### src/pkg/sps_pkg.sv
// shared constants and carrier types of the shift-mode serial port
// assumes one oscillator clock and a plain register port with 3 address bits
`default_nettype none

package sps_pkg;

  // ---------------------------------------------------------------
  // register port
  // ---------------------------------------------------------------
  localparam int ADDR_W = 3;
  localparam logic [ADDR_W-1:0] ADR_CONTROL = 3'h0;
  localparam logic [ADDR_W-1:0] ADR_BUFFER = 3'h1;
  localparam logic [ADDR_W-1:0] ADR_INT_STATUS = 3'h2;
  localparam logic [ADDR_W-1:0] ADR_INT_MASK = 3'h3;
  localparam logic [ADDR_W-1:0] ADR_CONFIG = 3'h4;

  // reset values
  localparam logic [7:0] CONTROL_RST = 8'h00;
  localparam logic [1:0] INT_RST = 2'h0;
  localparam logic [7:0] READ_IDLE = 8'h00;

  // interrupt status / mask bit positions
  localparam int INT_TX = 0;
  localparam int INT_RX = 1;

  // ---------------------------------------------------------------
  // serial modes and shift patterns
  // ---------------------------------------------------------------
  localparam logic [1:0] MODE_SHIFT = 2'h0;
  localparam logic [1:0] MODE_NINE_FIXED = 2'h2;
  localparam logic [1:0] MODE_NINE_VAR = 2'h3;
  localparam logic [8:0] TX_EMPTY = 9'h001;
  localparam logic [7:0] RX_INIT = 8'hfe;

  // ---------------------------------------------------------------
  // machine cycle: six states of two phases, S1P1 is index 0
  // ---------------------------------------------------------------
  localparam logic [3:0] PH_COUNT = 4'hc;
  localparam logic [3:0] PH_S1P1 = 4'h0;
  localparam logic [3:0] PH_S2P2 = 4'h3;
  localparam logic [3:0] PH_S5P2 = 4'h9;
  localparam logic [3:0] PH_S6P2 = 4'hb;

  // one-clock strobes of the machine-cycle phases the port uses
  typedef struct packed {
    logic s1p1;
    logic s2p2;
    logic s5p2;
    logic s6p2;
  } sps_phase_t;

  // control register layout, bit 7 down to bit 0
  typedef struct packed {
    logic [1:0] mode;
    logic multiprocessor_enable;
    logic rx_enable;
    logic tx_ninth_bit;
    logic rx_ninth_bit;
    logic transmit_flag;
    logic receive_flag;
  } sps_ctrl_t;

  typedef enum logic [1:0] {
    TX_IDLE = 2'b00,
    TX_ARM = 2'b01,
    TX_WAIT = 2'b11,
    TX_SEND = 2'b10
  } sps_tx_state_t;

  typedef enum logic [1:0] {
    RX_IDLE = 2'b00,
    RX_ARM = 2'b01,
    RX_SHIFT = 2'b11,
    RX_LAST = 2'b10
  } sps_rx_state_t;

endpackage

`default_nettype wire

### src/hdl/sps_mc_timer.sv
// machine-cycle phase sequencer: S1P1, S2P2, S5P2 and S6P2 strobes from the oscillator
// assumes ref_clk is the oscillator; 12 clocks or 6 clocks per machine cycle
`default_nettype none

module sps_mc_timer (
  input wire logic ref_clk, // oscillator clock
  input wire logic reset, // synchronous, active high
  input wire logic sixClock, // 1: six clocks per machine cycle
  output sps_pkg::sps_phase_t phase // one-clock phase strobes
);

  logic [3:0] phaseIdx_ff;
  logic [3:0] nxt_phaseIdx;
  logic [3:0] stepped;

  // -------------------------------------------------------------
  // phase counter
  // -------------------------------------------------------------
  // six-clock timing steps a whole state per clock, so P1 and P2 share it
  always_comb
  begin
    if (sixClock)
      stepped = {phaseIdx_ff[3:1], 1'b0} + 4'h2;
    else
      stepped = phaseIdx_ff + 4'h1;
    nxt_phaseIdx = (stepped >= sps_pkg::PH_COUNT) ? sps_pkg::PH_S1P1 : stepped;
  end

  always_ff @(posedge ref_clk)
  begin
    if (reset)
      phaseIdx_ff <= sps_pkg::PH_S1P1;
    else
      phaseIdx_ff <= nxt_phaseIdx;
  end

  // -------------------------------------------------------------
  // strobe decode
  // -------------------------------------------------------------
  function automatic logic atPhase(input logic [3:0] idx, input logic [3:0] ph,
                                   input logic six);
    atPhase = six ? (idx[3:1] == ph[3:1]) : (idx == ph);
  endfunction

  // strobes decode a flop, so each lasts exactly one clock per cycle
  assign phase.s1p1 = atPhase(phaseIdx_ff, sps_pkg::PH_S1P1, sixClock);
  assign phase.s2p2 = atPhase(phaseIdx_ff, sps_pkg::PH_S2P2, sixClock);
  assign phase.s5p2 = atPhase(phaseIdx_ff, sps_pkg::PH_S5P2, sixClock);
  assign phase.s6p2 = atPhase(phaseIdx_ff, sps_pkg::PH_S6P2, sixClock);

endmodule

`default_nettype wire

### src/hdl/sps_shift_port.sv
// serial port in synchronous shift mode, with control flags and interrupt
// assumes a register master on ref_clk and an external shift register on
// the data and clock pins; the clock pin is driven only while a transfer runs
//
// How it works
// (RL1) shift mode: data both ways on data pin, clock on clock pin, LSB first
// (RL2) bit rate is one machine cycle: oscillator/12, or /6 in six-clock timing
// (RL3) any buffer write starts sending; marker one loaded at ninth position
// (RL4) one full machine cycle between buffer write and send-active
// (RL5) send-active routes shift output to data pin, shift clock to clock pin
// (RL6) sending: clock low in S3,S4,S5 and high in S6,S1,S2
// (RL7) S6P2 while sending: shift right, zero in from the left
// (RL8) marker next to output: last shift, end send, set transmit flag
// (RL9) receive starts on enable=1, flag=0; load 11111110, then receive-active
// (RL10) receiving: clock pin toggles at S3P1 and S6P1
// (RL11) S6P2 while receiving: receive register shifts one place
// (RL12) receive shift is leftward, bringing in data pin level sampled at S5P2
// (RL13) initial zero at left: last shift, load buffer, end receive, set flag
// (RL14) transmit flag set at end of eighth bit; software clears it
// (RL15) receive flag set by hardware, gated by multiprocessor; software clears
// (RL16) received ninth bit field untouched by shift mode
// (RL17) modes 2/3 with multiprocessor enable: no receive flag if ninth bit 0
// (RL18) buffer read returns last received byte, kept apart from transmit
//
// Decided for this implementation: strobed register access and the register addresses.
`default_nettype none

module sps_shift_port (
  input wire logic ref_clk, // oscillator clock, 10 MHz
  input wire logic reset, // synchronous, active high
  input wire logic [sps_pkg::ADDR_W-1:0] busAddr, // register address
  input wire logic [7:0] busWrData, // register write data
  input wire logic busWr, // write strobe, one cycle
  input wire logic busRd, // read strobe, one cycle
  output logic [7:0] busRdData, // read data, cycle after busRd
  input wire logic rxdIn, // data pin level
  output logic rxdOut, // data pin drive value
  output logic rxdOe, // data pin drive enable
  output logic txdOut, // shift clock pin value
  output logic txdOe, // shift clock pin drive enable
  output logic irq // level interrupt
);

  // ---------------------------------------------------------------
  // declarations
  // ---------------------------------------------------------------
  sps_pkg::sps_phase_t ph;
  sps_pkg::sps_ctrl_t ctrl_ff, nxt_ctrl;
  sps_pkg::sps_tx_state_t txState_ff, nxt_txState;
  sps_pkg::sps_rx_state_t rxState_ff, nxt_rxState;
  logic [1:0] intStat_ff, nxt_intStat;
  logic [1:0] intMask_ff, nxt_intMask;
  logic sixClock_ff, nxt_sixClock;
  logic [7:0] rdData_ff, nxt_rdData;
  logic [8:0] txShift_ff, nxt_txShift;
  logic [7:0] rxShift_ff, nxt_rxShift;
  logic [7:0] rxHold_ff, nxt_rxHold;
  logic rxBit_ff, nxt_rxBit;
  logic clkLevel_ff, nxt_clkLevel;
  logic rxdMeta_ff, rxdSync_ff;
  logic modeShift;
  logic bufWr;
  logic txDone;
  logic rxDone;
  logic rxSet;
  logic rxStart;
  logic sending;
  logic receiving;

  // ---------------------------------------------------------------
  // machine-cycle timing
  // ---------------------------------------------------------------
  // (RL2) one bit per machine cycle
  sps_mc_timer u_timer (
    .ref_clk(ref_clk),
    .reset(reset),
    .sixClock(sixClock_ff),
    .phase(ph)
  );

  // ---------------------------------------------------------------
  // pin input synchroniser
  // ---------------------------------------------------------------
  // the data pin belongs to the outside world; only rxdSync_ff is read
  always_ff @(posedge ref_clk)
  begin
    if (reset)
    begin
      rxdMeta_ff <= 1'b1;
      rxdSync_ff <= 1'b1;
    end
    else
    begin
      rxdMeta_ff <= rxdIn;
      rxdSync_ff <= rxdMeta_ff;
    end
  end

  // common qualifiers
  assign modeShift = (ctrl_ff.mode == sps_pkg::MODE_SHIFT);
  assign bufWr = busWr && (busAddr == sps_pkg::ADR_BUFFER) && modeShift;
  assign sending = (txState_ff == sps_pkg::TX_SEND);
  assign receiving = (rxState_ff == sps_pkg::RX_SHIFT) || (rxState_ff == sps_pkg::RX_LAST);
  // the data pin is shared, so a reception waits for the sender to idle
  assign rxStart = ctrl_ff.rx_enable && !ctrl_ff.receive_flag && modeShift
                   && (txState_ff == sps_pkg::TX_IDLE) && !bufWr;

  // ---------------------------------------------------------------
  // transmit engine
  // ---------------------------------------------------------------
  // next state of the send sequence and its nine-bit shift register
  always_comb
  begin
    nxt_txState = txState_ff;
    nxt_txShift = txShift_ff;
    txDone = 1'b0;
    unique case (txState_ff)
      sps_pkg::TX_IDLE:
        nxt_txState = sps_pkg::TX_IDLE;
      // (RL3) write taken at S6P2
      sps_pkg::TX_ARM:
        if (ph.s6p2)
          nxt_txState = sps_pkg::TX_WAIT;
      // (RL4) wait one machine cycle
      sps_pkg::TX_WAIT:
        if (ph.s6p2)
          nxt_txState = sps_pkg::TX_SEND;
      sps_pkg::TX_SEND:
      begin
        // (RL8) end after last shift
        if (ph.s1p1 && (txShift_ff == sps_pkg::TX_EMPTY))
        begin
          nxt_txState = sps_pkg::TX_IDLE;
          txDone = 1'b1;
        end
        // (RL7) shift right, zero fill
        if (ph.s6p2)
          nxt_txShift = {1'b0, txShift_ff[8:1]};
      end
    endcase
    // (RL3) any write restarts sending
    if (bufWr)
    begin
      nxt_txShift = {1'b1, busWrData};
      nxt_txState = sps_pkg::TX_ARM;
    end
  end

  always_ff @(posedge ref_clk)
  begin
    if (reset)
    begin
      txState_ff <= sps_pkg::TX_IDLE;
      txShift_ff <= sps_pkg::TX_EMPTY;
    end
    else
    begin
      txState_ff <= nxt_txState;
      txShift_ff <= nxt_txShift;
    end
  end

  // ---------------------------------------------------------------
  // receive engine
  // ---------------------------------------------------------------
  // bits arrive leftward, so the first (least significant) bit ends on the
  // left; the buffer load mirrors them back into LSB-first order
  function automatic logic [7:0] mirror(input logic [7:0] v);
    logic [7:0] r;
    r = 8'h00;
    for (int i = 0; i < 8; i++)
      r[i] = v[7 - i];
    return r;
  endfunction

  // next state of the receive sequence, shift register and holding byte
  always_comb
  begin
    nxt_rxState = rxState_ff;
    nxt_rxShift = rxShift_ff;
    nxt_rxHold = rxHold_ff;
    nxt_rxBit = rxBit_ff;
    rxDone = 1'b0;
    // (RL12) sample data pin at S5P2
    if (ph.s5p2)
      nxt_rxBit = rxdSync_ff;
    unique case (rxState_ff)
      // (RL9) start on enable and clear flag
      sps_pkg::RX_IDLE:
        if (rxStart && ph.s6p2)
          nxt_rxState = sps_pkg::RX_ARM;
      // (RL9) load pattern one cycle later
      sps_pkg::RX_ARM:
        if (!rxStart)
          nxt_rxState = sps_pkg::RX_IDLE;
        else if (ph.s6p2)
        begin
          nxt_rxShift = sps_pkg::RX_INIT;
          nxt_rxState = sps_pkg::RX_SHIFT;
        end
      sps_pkg::RX_SHIFT:
        // (RL11) shift at S6P2
        if (ph.s6p2)
        begin
          // (RL12) left shift, sample in
          nxt_rxShift = {rxShift_ff[6:0], rxBit_ff};
          // (RL13) marker zero at left
          if (!rxShift_ff[7])
            nxt_rxState = sps_pkg::RX_LAST;
        end
      sps_pkg::RX_LAST:
        // (RL13) load buffer at S1P1
        if (ph.s1p1)
        begin
          // (RL18) separate holding byte
          nxt_rxHold = mirror(rxShift_ff);
          nxt_rxState = sps_pkg::RX_IDLE;
          rxDone = 1'b1;
        end
    endcase
  end

  always_ff @(posedge ref_clk)
  begin
    if (reset)
    begin
      rxState_ff <= sps_pkg::RX_IDLE;
      rxShift_ff <= sps_pkg::RX_INIT;
      rxHold_ff <= sps_pkg::READ_IDLE;
      rxBit_ff <= 1'b1;
    end
    else
    begin
      rxState_ff <= nxt_rxState;
      rxShift_ff <= nxt_rxShift;
      rxHold_ff <= nxt_rxHold;
      rxBit_ff <= nxt_rxBit;
    end
  end

  // ---------------------------------------------------------------
  // shift clock and pins
  // ---------------------------------------------------------------
  // the level register turns one phase early, so the pin itself changes at
  // S3P1 and S6P1; in six-clock timing this keeps the rise off the data shift
  always_comb
  begin
    nxt_clkLevel = clkLevel_ff;
    // (RL6) low from S3 through S5
    // (RL10) pin falls at S3P1
    if (ph.s2p2)
      nxt_clkLevel = 1'b0;
    // (RL10) pin rises at S6P1
    else if (ph.s5p2)
      nxt_clkLevel = 1'b1;
  end

  always_ff @(posedge ref_clk)
  begin
    if (reset)
      clkLevel_ff <= 1'b1;
    else
      clkLevel_ff <= nxt_clkLevel;
  end

  // (RL5) route output bit and clock
  // (RL1) data out on data pin
  assign rxdOut = txShift_ff[0];
  assign rxdOe = sending;
  // (RL10) clock also while receiving
  assign txdOut = clkLevel_ff;
  assign txdOe = sending || receiving;

  // ---------------------------------------------------------------
  // receive flag gating
  // ---------------------------------------------------------------
  // shift mode has no ninth bit, so the gate stays open there
  function automatic logic rxFlagGate(input logic [1:0] mode, input logic mpe,
                                      input logic ninth);
    logic nineBit;
    nineBit = (mode == sps_pkg::MODE_NINE_FIXED) || (mode == sps_pkg::MODE_NINE_VAR);
    return !(nineBit && mpe && !ninth);
  endfunction

  // (RL15) hardware sets receive flag
  // (RL17) multiprocessor gate
  assign rxSet = rxDone && rxFlagGate(ctrl_ff.mode, ctrl_ff.multiprocessor_enable, 1'b0);

  // ---------------------------------------------------------------
  // registers
  // ---------------------------------------------------------------
  // software writes first, hardware sets after, so a set beats a clear
  always_comb
  begin
    nxt_ctrl = ctrl_ff;
    nxt_intStat = intStat_ff;
    nxt_intMask = intMask_ff;
    nxt_sixClock = sixClock_ff;
    nxt_rdData = sps_pkg::READ_IDLE;
    if (busWr)
    begin
      unique case (busAddr)
        // (RL16) ninth-bit field software-only
        sps_pkg::ADR_CONTROL:
          nxt_ctrl = sps_pkg::sps_ctrl_t'(busWrData);
        sps_pkg::ADR_INT_STATUS:
          nxt_intStat = intStat_ff & ~busWrData[1:0];
        sps_pkg::ADR_INT_MASK:
          nxt_intMask = busWrData[1:0];
        sps_pkg::ADR_CONFIG:
          nxt_sixClock = busWrData[0];
        default:
          nxt_intMask = intMask_ff;
      endcase
    end
    // (RL14) transmit flag at end
    if (txDone)
    begin
      nxt_ctrl.transmit_flag = 1'b1;
      nxt_intStat[sps_pkg::INT_TX] = 1'b1;
    end
    // (RL13) receive flag at end
    if (rxSet)
    begin
      nxt_ctrl.receive_flag = 1'b1;
      nxt_intStat[sps_pkg::INT_RX] = 1'b1;
    end
    if (busRd)
    begin
      unique case (busAddr)
        sps_pkg::ADR_CONTROL:
          nxt_rdData = ctrl_ff;
        // (RL18) read returns received byte
        sps_pkg::ADR_BUFFER:
          nxt_rdData = rxHold_ff;
        sps_pkg::ADR_INT_STATUS:
          nxt_rdData = {6'h00, intStat_ff};
        sps_pkg::ADR_INT_MASK:
          nxt_rdData = {6'h00, intMask_ff};
        sps_pkg::ADR_CONFIG:
          nxt_rdData = {5'h00, receiving, sending, sixClock_ff};
        default:
          nxt_rdData = sps_pkg::READ_IDLE;
      endcase
    end
  end

  always_ff @(posedge ref_clk)
  begin
    if (reset)
    begin
      ctrl_ff <= sps_pkg::CONTROL_RST;
      intStat_ff <= sps_pkg::INT_RST;
      intMask_ff <= sps_pkg::INT_RST;
      sixClock_ff <= 1'b0;
      rdData_ff <= sps_pkg::READ_IDLE;
    end
    else
    begin
      ctrl_ff <= nxt_ctrl;
      intStat_ff <= nxt_intStat;
      intMask_ff <= nxt_intMask;
      sixClock_ff <= nxt_sixClock;
      rdData_ff <= nxt_rdData;
    end
  end

  assign busRdData = rdData_ff;
  // level interrupt, high while any unmasked event is pending
  assign irq = |(intStat_ff & intMask_ff);

endmodule

`default_nettype wire

### config.mk
export PLATFORM = sky130hd
export DESIGN_NAME = sps_shift_port
export DESIGN_NICKNAME = d
export VERILOG_FILES = /design/src/pkg/sps_pkg.sv /design/src/hdl/sps_mc_timer.sv /design/src/hdl/sps_shift_port.sv
export SDC_FILE = /design/constraint.sdc
export NUM_CORES = 1
export LEC_CHECK = 0
export BUFFER_PORTS_ARGS = -buffer_cell sky130_fd_sc_hd__buf_4
export CORE_UTILIZATION = 45
export CTS_BUF_LIST = sky130_fd_sc_hd__clkbuf_16
export DETAILED_ROUTE_END_ITERATION = 10
export PLACE_DENSITY = 0.76
export SYNTH_ARGS = -nofsm -noshare
export SYNTH_HDL_FRONTEND = slang
export SYNTH_SLANG_ARGS = --single-unit
### constraint.sdc
create_clock -name ref_clk -period 3.8 [get_ports ref_clk]
set_input_delay 0.57 -clock ref_clk [delete_from_list [all_inputs] [get_ports ref_clk]]
set_output_delay 0.57 -clock ref_clk [all_outputs]
set_load 0.03 [all_outputs]
==> flow_summary.yaml, run 1 <==
synthesis:
  synth_fp_nets: 321
  yosysSeqAreaShare_pct: 43.4
  synth_area_um2: 2680
  ys.flop_type: "dfxtp_1"
  ys_top_cells_by_area: "dfxtp_1 43%, mux2i_1 7.9%, nor2_1 7.3%"
  yosysUniqueCellTypes: 54
  avgSynthCellArea_um2: 8.96
  ys_seq_elements: 58
  async_reset_ff_share_pct: 0
  synth_cells: 299
  synth_most_common_cell: "dfxtp_1"
  synth_top_area_share_pct: 43.4
  ys_warn_count: 0
  synthTopCellsByCount: "58 x dfxtp_1, 52 x nor2_1, 29 x nand2_1"
  yosys.area.top_type: "dfxtp_1"
  synth_edf_count: 0
clock_network:
  clock-sinks: 58
  postCtsHoldBufs: 0
  cts_tree: "built"
  cts-resized-gates: 0
  cts_made_buffers: 9
  cts_root_buf: "clkbuf_16"
  clock_path_buffers: 2
  post-cts-setup-buffers: 0
  clock_latency_ns: 0.32
  cts_max_level: 3
  clk_pin_slew_ns: 0.05
drt:
  drcViolationCount: 0
  vias: 2244
  firstDrtPassIters: 5
  wl_per_cell_um: 14.7
  met2_wirelength_um: 2640
  ant_nets: 0
  drt_iter0_drc: 152
  wl_met1_um: 2810
  totalWireLength_um: 5900
  dr_wl_met3_um: 373
  via_per_inst: 5.61
  top_layer: "met4"
global_routing:
  grt_max_degree: 56
  grt_overflow: 0
  grtUsageTotal_pct: 20.6
  grt_pass1_vias: 2161
  grt_pass1_wl_um: 9940
  antenna_found_initial: 0
critical_path:
  cp_num_buf_inv: 1
  cpPeakStageDelay_ns: 0.85
  r2r_cells: 6
  required_ns: 3.99
  crit_arrival_ns: 2.49
  crit_family: "compound AO/OA/AOI/OAI gates"
  end_kind: "flip-flop"
  cpMaxStageDelayCell: "a2111oi_4"
  crit_type: "flip-flop to flip-flop"
  cp-start-kind: "flip-flop"
  cp_cell_sequence: "inv_1, ha_1, or3b_4, a2111oi_4, mux2i_1, nor2_1"
  cp.depth: 6
  path_max_fanout: 9
power:
  max-vdd-ir-drop_mv: 0.309
  seqPwrFrac_pct: 38.9
  power.clock.fraction_pct: 54.0
  power_frac_comb_pct: 7.1
  switching_power_mw: 0.371
  power.leakage_nw: 1.20
  internal-power_mw: 1.33
  swShare_pct: 21.8
  power_mw: 1.70
  cellPowerDensity_nw_per_um2: 525
placement:
  globalplace.congestion: 0.805
  pre_cts_slack_ns: 1.44
  portBuffers: 28
  hpwlAfterDp_um: 4180
timing:
  layout_setup_ws_ns: 1.50
  relSlewSlack_pct: 39.3
  period_minus_slack_ns: 2.30
  tns_ns: 0
  finalSetupViolCount: 0
  fmax_mhz: 435
  layout_worst_path_cycle_share_pct: 60.5
  grt_setup_unrepaired: "no"
  slew_viol_final: 0
  hold_viol_final: 0
  skew_ns: 0.00647
  holdWs_ns: 0.405
  max_slew.worst_pin.slew_ns: 0.904
min_path:
  hold_path_depth: 1
  hp-class: "flip-flop to flip-flop"
run_status:
  outcome: "complete, no violations"
die:
  die_w_um: 79.1
  dieArea_um2: 6260
  start_util_pct: 47.7
  io_pins: 29
  rows: 27
  coreArea_um2: 5610
  die_y_um: 79.1
cells_and_area:
  areaGrowthSynthToFinish_pct: 20.8
  diodes: 0
  drive_above_1_share_pct: 18.0
  fillerInstances: 515
  layout.nets: 345
  final_util_pct: 57.7
job:
  drv_cap: 0
[registers in the layout (all words and copies together) (netlist names)]
signal	flops
txShift_ff	9
busRdData	8
ctrl_ff	8
rxHold_ff	8
rxShift_ff	8
u_timer.phaseIdx_ff	4
intMask_ff	2
intStat_ff	2
rxState_ff	2
txState_ff	2
rxBit_ff	1
rxdMeta_ff	1
rxdSync_ff	1
sixClock_ff	1
txdOut	1
[power groups by stage]
| stage | sequential [mW] | combinational [mW] | clock [mW] |
|---|---|---|---|
| 3_5_place_dp | 0.673 | 0.119 | 0 |
| 6_report | 0.661 | 0.120 | 0.917 |
| 4_1_cts | 0.660 | 0.120 | 0.928 |
| 3_3_place_gp | 0.672 | 0.116 | 0 |
| 5_1_grt | 0.664 | 0.134 | 0.962 |
| 2_1_floorplan | 0.666 | 0.0882 | 0 |
[per-layer routing]
layer / track usage, % / vias to the layer above
li1: - / 1119
met1: 27.4 / 1049
met2: 31.7 / 70
met3: 5.75 / 6
met4: 7.64 / 0
met5: 0 / -
[worst reg2reg max path: cells and delay by family, from the launching register on]
kind	cells	cell delay, ns
simple gates	2	0.44
buf+inv	1	0.12
compound gates	1	0.85
flops	1	0.34
fa+ha+maj	1	0.15
mux	1	0.28
[path summary, 6_finish.rpt]
check,from,endpoint,slack [ns]
hold / removal,rxdMeta_ff,rxdSync_ff,0.40
setup / recovery,u_timer.phaseIdx_ff[1],rxHold_ff[1],1.50
hold reg to reg,rxdMeta_ff,rxdSync_ff,0.40
setup reg to reg,u_timer.phaseIdx_ff[1],rxHold_ff[1],1.50
[layout make-up]
cell class / instances / area [µm²] / share of cell area [%]
clock inverter: 7 / 118 / 3.63
timing repair buffer: 28 / 210 / 6.50
tap: 72 / 90.1 / 2.78
clock buffer: 9 / 225 / 6.96
sequential: 58 / 1160 / 35.9
multi-input combinational: 219 / 1410 / 43.4
inverter: 7 / 26.3 / 0.812
[placed cells by master, fill, tap and decap left out, types with 2 or more instances in the layout]
master / netlist / routed
mux2_2: 2 / 2
nor3_1: 18 / 18
mux2i_1: 21 / 21
clkbuf_16: 0 / 9
buf_4: 3 / 28
nand2b_1: 2 / 2
bufinv_16: 0 / 3
o22a_1: 3 / 3
xor2_1: 2 / 2
inv_1: 7 / 7
a21oi_1: 14 / 14
nor2_1: 52 / 52
nand3_1: 2 / 2
nand2_1: 29 / 29
and3_1: 2 / 2
ha_1: 6 / 6
a2111oi_2: 5 / 5
o21ai_0: 8 / 8
a31oi_1: 4 / 4
a221oi_1: 7 / 7
nor4_1: 4 / 4
a22oi_1: 4 / 4
clkinv_2: 0 / 2
nor2b_1: 5 / 5
or2_2: 2 / 2
clkinv_4: 0 / 2
dfxtp_1: 58 / 58
[kinds of logic (layout without fill, tap and decap cells)]
kind of cell / after synthesis / count (layout) / synth area share, %
simple gates: 130 / 130 / 23.4
compound gates: 58 / 58 / 16.9
flops: 58 / 58 / 43.4
mux: 23 / 23 / 8.69
buf+inv: 22 / 51 / 4.16
fa+ha+maj: 6 / 6 / 2.80
xor+xnor: 2 / 2 / 0.654
[metrics by stage]
| step | area [µm²] | std cells |
|---|---|---|
| floorplan | 2680 | 299 |
| CTS | 3240 | 400 |
| global placement | 2890 | 384 |
| detailed placement | 2890 | 384 |
| finish | 3240 | 400 |
| global route | 3240 | 400 |
(Power assumes the default switching activity.)
==> run 2, diff against run 1 <==
Settings changed: PLACE_DENSITY 0.76 to 0.78.
Clock period 3.8 ns to 1.9 ns, I/O delays scaled along.
==> run 2 against run 1 <==
  * Sequential power increased by 100%
  * Clock-buffer cell count unchanged
  * Sequential share of layout area decreased by 1.6 points
  * Maximum frequency increased by 24%
  * Total power increased by 96%
  * Highest routed layer unchanged
  * Wire length increased by 4.8%
  * Setup slack got worse by 1.4 ns
  * Die area unchanged
  * Core utilization increased by 2.7 points
  * Clock skew decreased by 0.0021 ns
==> flow_summary.yaml, run 2 (same netlist as run 1, synthesis figures left out) <==
timing:
  relSlewSlack_pct: 59.8
  skew_ns: 0.00436
  period_minus_slack_ns: 1.85
  fmax_mhz: 541
  slew_viol_final: 0
  finalSetupViolCount: 0
  max_slew.worst_pin.slew_ns: 0.600
  layout_worst_path_cycle_share_pct: 97.4
  grt_setup_unrepaired: "yes"
  tns_ns: 0
  hold_viol_final: 0
drt:
  drcViolationCount: 0
  via_per_inst: 5.51
  top_layer: "met4"
  drt_iter0_drc: 169
  vias: 2296
  dr_wl_met3_um: 454
  ant_nets: 0
  wl_met1_um: 2800
  met2_wirelength_um: 2810
  wl_per_cell_um: 14.8
  firstDrtPassIters: 5
  totalWireLength_um: 6180
global_routing:
  grt_pass1_vias: 2113
  grt_pass1_wl_um: 10100
  antenna_found_initial: 0
  grtUsageTotal_pct: 21.6
  grt_max_degree: 55
  grt_overflow: 0
clock_network:
  cts_max_level: 3
  cts_root_buf: "clkbuf_16"
  cts_tree: "built"
  cts_made_buffers: 9
  clock_path_buffers: 2
  clock-sinks: 58
  postCtsHoldBufs: 0
  clock_latency_ns: 0.33
  post-cts-setup-buffers: 0
  clk_pin_slew_ns: 0.05
power:
  power.leakage_nw: 1.28
  cellPowerDensity_nw_per_um2: 983
  max-vdd-ir-drop_mv: 0.702
  power_mw: 3.33
critical_path:
  r2r_end: "rxHold_ff[6]"
  crit_arrival_ns: 2.06
  required_ns: 2.11
  cp-start-kind: "flip-flop"
  cpMaxStageDelayCell: "or3b_4"
  crit_type: "flip-flop to flip-flop"
  end_kind: "flip-flop"
  crit_family: "simple AND/OR/NAND/NOR gates"
  cp_cell_sequence: "inv_1, ha_1, or3b_4, a2111oi_4, buf_12, mux2i_1, nor2_1"
  r2r_start: "u_timer.phaseIdx_ff[1]"
  r2r_cells: 7
  path_max_fanout: 9
  cp_num_buf_inv: 2
  cpPeakStageDelay_ns: 0.38
  rrSetupSlack_ns: 0.05
die:
  die_y_um: 79.1
  dieArea_um2: 6260
  coreArea_um2: 5610
  die_w_um: 79.1
  start_util_pct: 47.7
  io_pins: 29
  rows: 27
cells_and_area:
  diodes: 0
  top_register: "txShift_ff"
  areaGrowthSynthToFinish_pct: 26.5
  layout.nets: 362
  largest_reg_flops: 9
  final_common_cell: "dfxtp_1"
  mostFrequentLayoutCells: "58 x dfxtp_1, 52 x nor2_1, 42 x buf_4"
  drive_above_1_share_pct: 22.3
min_path:
  hold_end: "rxdMeta_ff"
  hp-class: "input port to flip-flop"
  min-delay-start: "rxdIn"
  hold_path_depth: 2
placement:
  globalplace.congestion: 0.826
  hpwlAfterDp_um: 4420
  portBuffers: 28
job:
  drv_cap: 0
run_status:
  outcome: "complete, no violations"
## run 2: cell count changes in the layout (fill, tap and decap cells not counted), sizes merged
cell	delta
clkinvlp	+1
inv	+1
buf	+17
clkinv	-1
bufinv	-1
## run 2: layout make-up
cell class	instances	area [µm²]
timing repair buffer	45	375
tap	72	90.1
clock buffer	9	225
inverter	7	26.3
multi-input combinational	219	1410
clock inverter	7	103
sequential	58	1160
fill	502	2220
## run 2: timing repair
item | 4_1_cts | 5_1_grt
setup endpoints to repair | 2 | 14
pin swaps | 1 | 0
gates cloned | 0 | 0
gates resized for setup | 0 | 1
## run 2: stage by stage
step	utilization, %	area, µm²	hold WS [ns]	instances	setup slack, ns
after detailed placement	54.5	3060	0.394	401	-0.0117
after CTS	60.4	3390	0.133	417	0.0104
after floorplan	-	2680	0.389	299	0.0747
after global placement	54.5	3060	0.392	401	0.0706
final	60.4	3390	0.141	417	0.0501
after global routing	60.4	3390	0.135	417	-0.0557
## run 2: per-layer routing
layer	GRT usage, %	vias to the layer above
met5	0	-
met4	8.18	0
met3	6.32	8
met2	32.9	64
met1	28.7	1067
li1	-	1157
## run 2: how the worst max path moves through the flow
stage	to	depth (start not counted)	from
2_1_floorplan	rxHold_ff[0]	7	u_timer.phaseIdx_ff[1]
3_3_place_gp	rxHold_ff[4]	7	u_timer.phaseIdx_ff[1]
3_5_place_dp	rxHold_ff[5]	7	u_timer.phaseIdx_ff[1]
4_1_cts	txShift_ff[3]	5	u_timer.phaseIdx_ff[1]
5_1_grt	rxHold_ff[6]	7	u_timer.phaseIdx_ff[1]
6_report	rxHold_ff[6]	7	u_timer.phaseIdx_ff[1]
## run 2: where the power goes
| group | internal (mW) | leakage, nW | switching, mW |
|---|---|---|---|
| clock | 1.16 | 0.156 | 0.588 |
| combinational | 0.130 | 0.657 | 0.140 |
| sequential | 1.27 | 0.471 | 0.0471 |
==> run 3, diff against run 2 <==
Settings changed: CTS_CLUSTER_SIZE set to 30, PLACE_DENSITY 0.78 to 0.75.
==> run 3 against run 2 <==
  * Clock-buffer cell count unchanged
  * Global-route usage grew 1.3 points
  * Via count rose by 4.0%
  * Critical path type unchanged
  * Largest cell class unchanged
==> flow_summary.yaml, run 3 (same netlist as run 1, synthesis figures left out) <==
timing:
  fmax_mhz: 549
  skew_ns: 0.00726
  tns_ns: 0
  grt_setup_unrepaired: "yes"
  finalSetupViolCount: 0
  period_minus_slack_ns: 1.82
  layout_worst_path_cycle_share_pct: 95.8
  max_slew.worst_pin.slew_ns: 0.677
  slew_viol_final: 0
  holdWs_ns: 0.146
  relSlewSlack_pct: 54.2
  hold_viol_final: 0
critical_path:
  crit_type: "flip-flop to flip-flop"
  cpPeakStageDelay_ns: 0.39
  cp-start-kind: "flip-flop"
  required_ns: 2.11
  path_max_fanout: 9
  end_kind: "flip-flop"
  crit_arrival_ns: 2.03
  cpMaxStageDelayCell: "or3b_4"
  cp_cell_sequence: "inv_2, ha_1, or3b_4, a2111oi_4, buf_12, mux2i_1, nor2_1"
cells_and_area:
  fin_cells: 421
  top_register: "txShift_ff"
  drive_above_1_share_pct: 25.2
  final_util_pct: 61.0
  final_area_um2: 3420
  mostFrequentLayoutCells: "57 x dfxtp_1, 52 x nor2_1, 48 x buf_4"
  fillerInstances: 503
  final_common_cell: "dfxtp_1"
  areaGrowthSynthToFinish_pct: 27.8
  diodes: 0
  layout.nets: 366
  largest_reg_flops: 9
die:
  io_pins: 29
  start_util_pct: 47.7
  coreArea_um2: 5610
  rows: 27
  die_w_um: 79.1
  die_y_um: 79.1
  dieArea_um2: 6260
min_path:
  hp-class: "input port to flip-flop"
clock_network:
  cts_root_buf: "clkbuf_16"
  cts_max_level: 3
  clock_path_buffers: 2
  cts_made_buffers: 9
  clock_latency_ns: 0.33
  clock-sinks: 58
  postCtsHoldBufs: 0
  clk_pin_slew_ns: 0.05
  cts_tree: "built"
global_routing:
  antenna_found_initial: 0
  grt_pass1_vias: 2300
  grt_max_degree: 24
  grtUsageTotal_pct: 23.0
  grt_overflow: 0
  grt_pass1_wl_um: 11100
job:
  drv_cap: 0
drt:
  drcViolationCount: 0
  wl_per_cell_um: 15.5
  vias: 2388
  drt_iter0_drc: 177
  firstDrtPassIters: 4
  via_per_inst: 5.67
  ant_nets: 0
  totalWireLength_um: 6550
power:
  power.leakage_nw: 1.30
  cellPowerDensity_nw_per_um2: 967
  max-vdd-ir-drop_mv: 0.602
run_status:
  outcome: "complete, no violations"
placement:
  globalplace.congestion: 0.830
  placed_cell_area_um2: 3040
  portBuffers: 28
  hpwlAfterDp_um: 4530
  dp_cells: 402
## run 3: layout make-up
cell class                      count  area (µm²)  area share [%]
Multi-Input combinational cell    219        1440            42.2
Timing Repair Buffer               49         380            11.1
Tap cell                           72        90.1            2.63
Sequential cell                    58        1160            34.0
Inverter                            7        26.3           0.768
Clock inverter                      7        93.8            2.74
Clock buffer                        9         225            6.58
## run 3: timing repair
item | CTS | global route
pin swaps | 1 | 1
setup buffers | 0 | 3
setup endpoints to repair | 1 | 19
resized for setup | 0 | 10
## run 3: worst max-delay path, delay by kind of cell, from the launching register on
kind	cells	cell delay, ns
buffers and inverters	2	0.24
flip-flops	1	0.34
AO/OA/AOI/OAI	1	0.35
adder cells (fa/ha/maj)	1	0.12
AND/OR/NAND/NOR	2	0.45
multiplexers	1	0.21
## run 3: layer usage
metal / share of wire, % / global-route usage, %
met4: 2.2 / 12.2
met3: 7.3 / 4.02
met5: 0 / 0
met1: 44 / 30.1
met2: 46 / 35.8
## run 3: power breakdown
group,internal (mW),switching [mW]
clock network,1.14,0.568
registers,1.27,0.0489
logic,0.129,0.148
total,2.54,0.765
## run 3: path summary, 6_finish.rpt
check                         start           end  slack [ns]  cells after the start
max          u_timer.phaseIdx_ff[1]  rxHold_ff[5]        0.08                      7
min                           rxdIn    rxdMeta_ff        0.15                      2
max reg2reg  u_timer.phaseIdx_ff[1]  rxHold_ff[5]        0.08                      7
min reg2reg              rxdMeta_ff    rxdSync_ff        0.41                      1
## run 3: per-stage QoR
stage               worst slack [ns]  power (mW)
floorplan                     0.0747        1.51
finish                        0.0801        3.31
global route                 0.00669        3.42
global placement              0.0714        1.59
detailed placement            0.0141        1.61
CTS                           0.0310        3.32
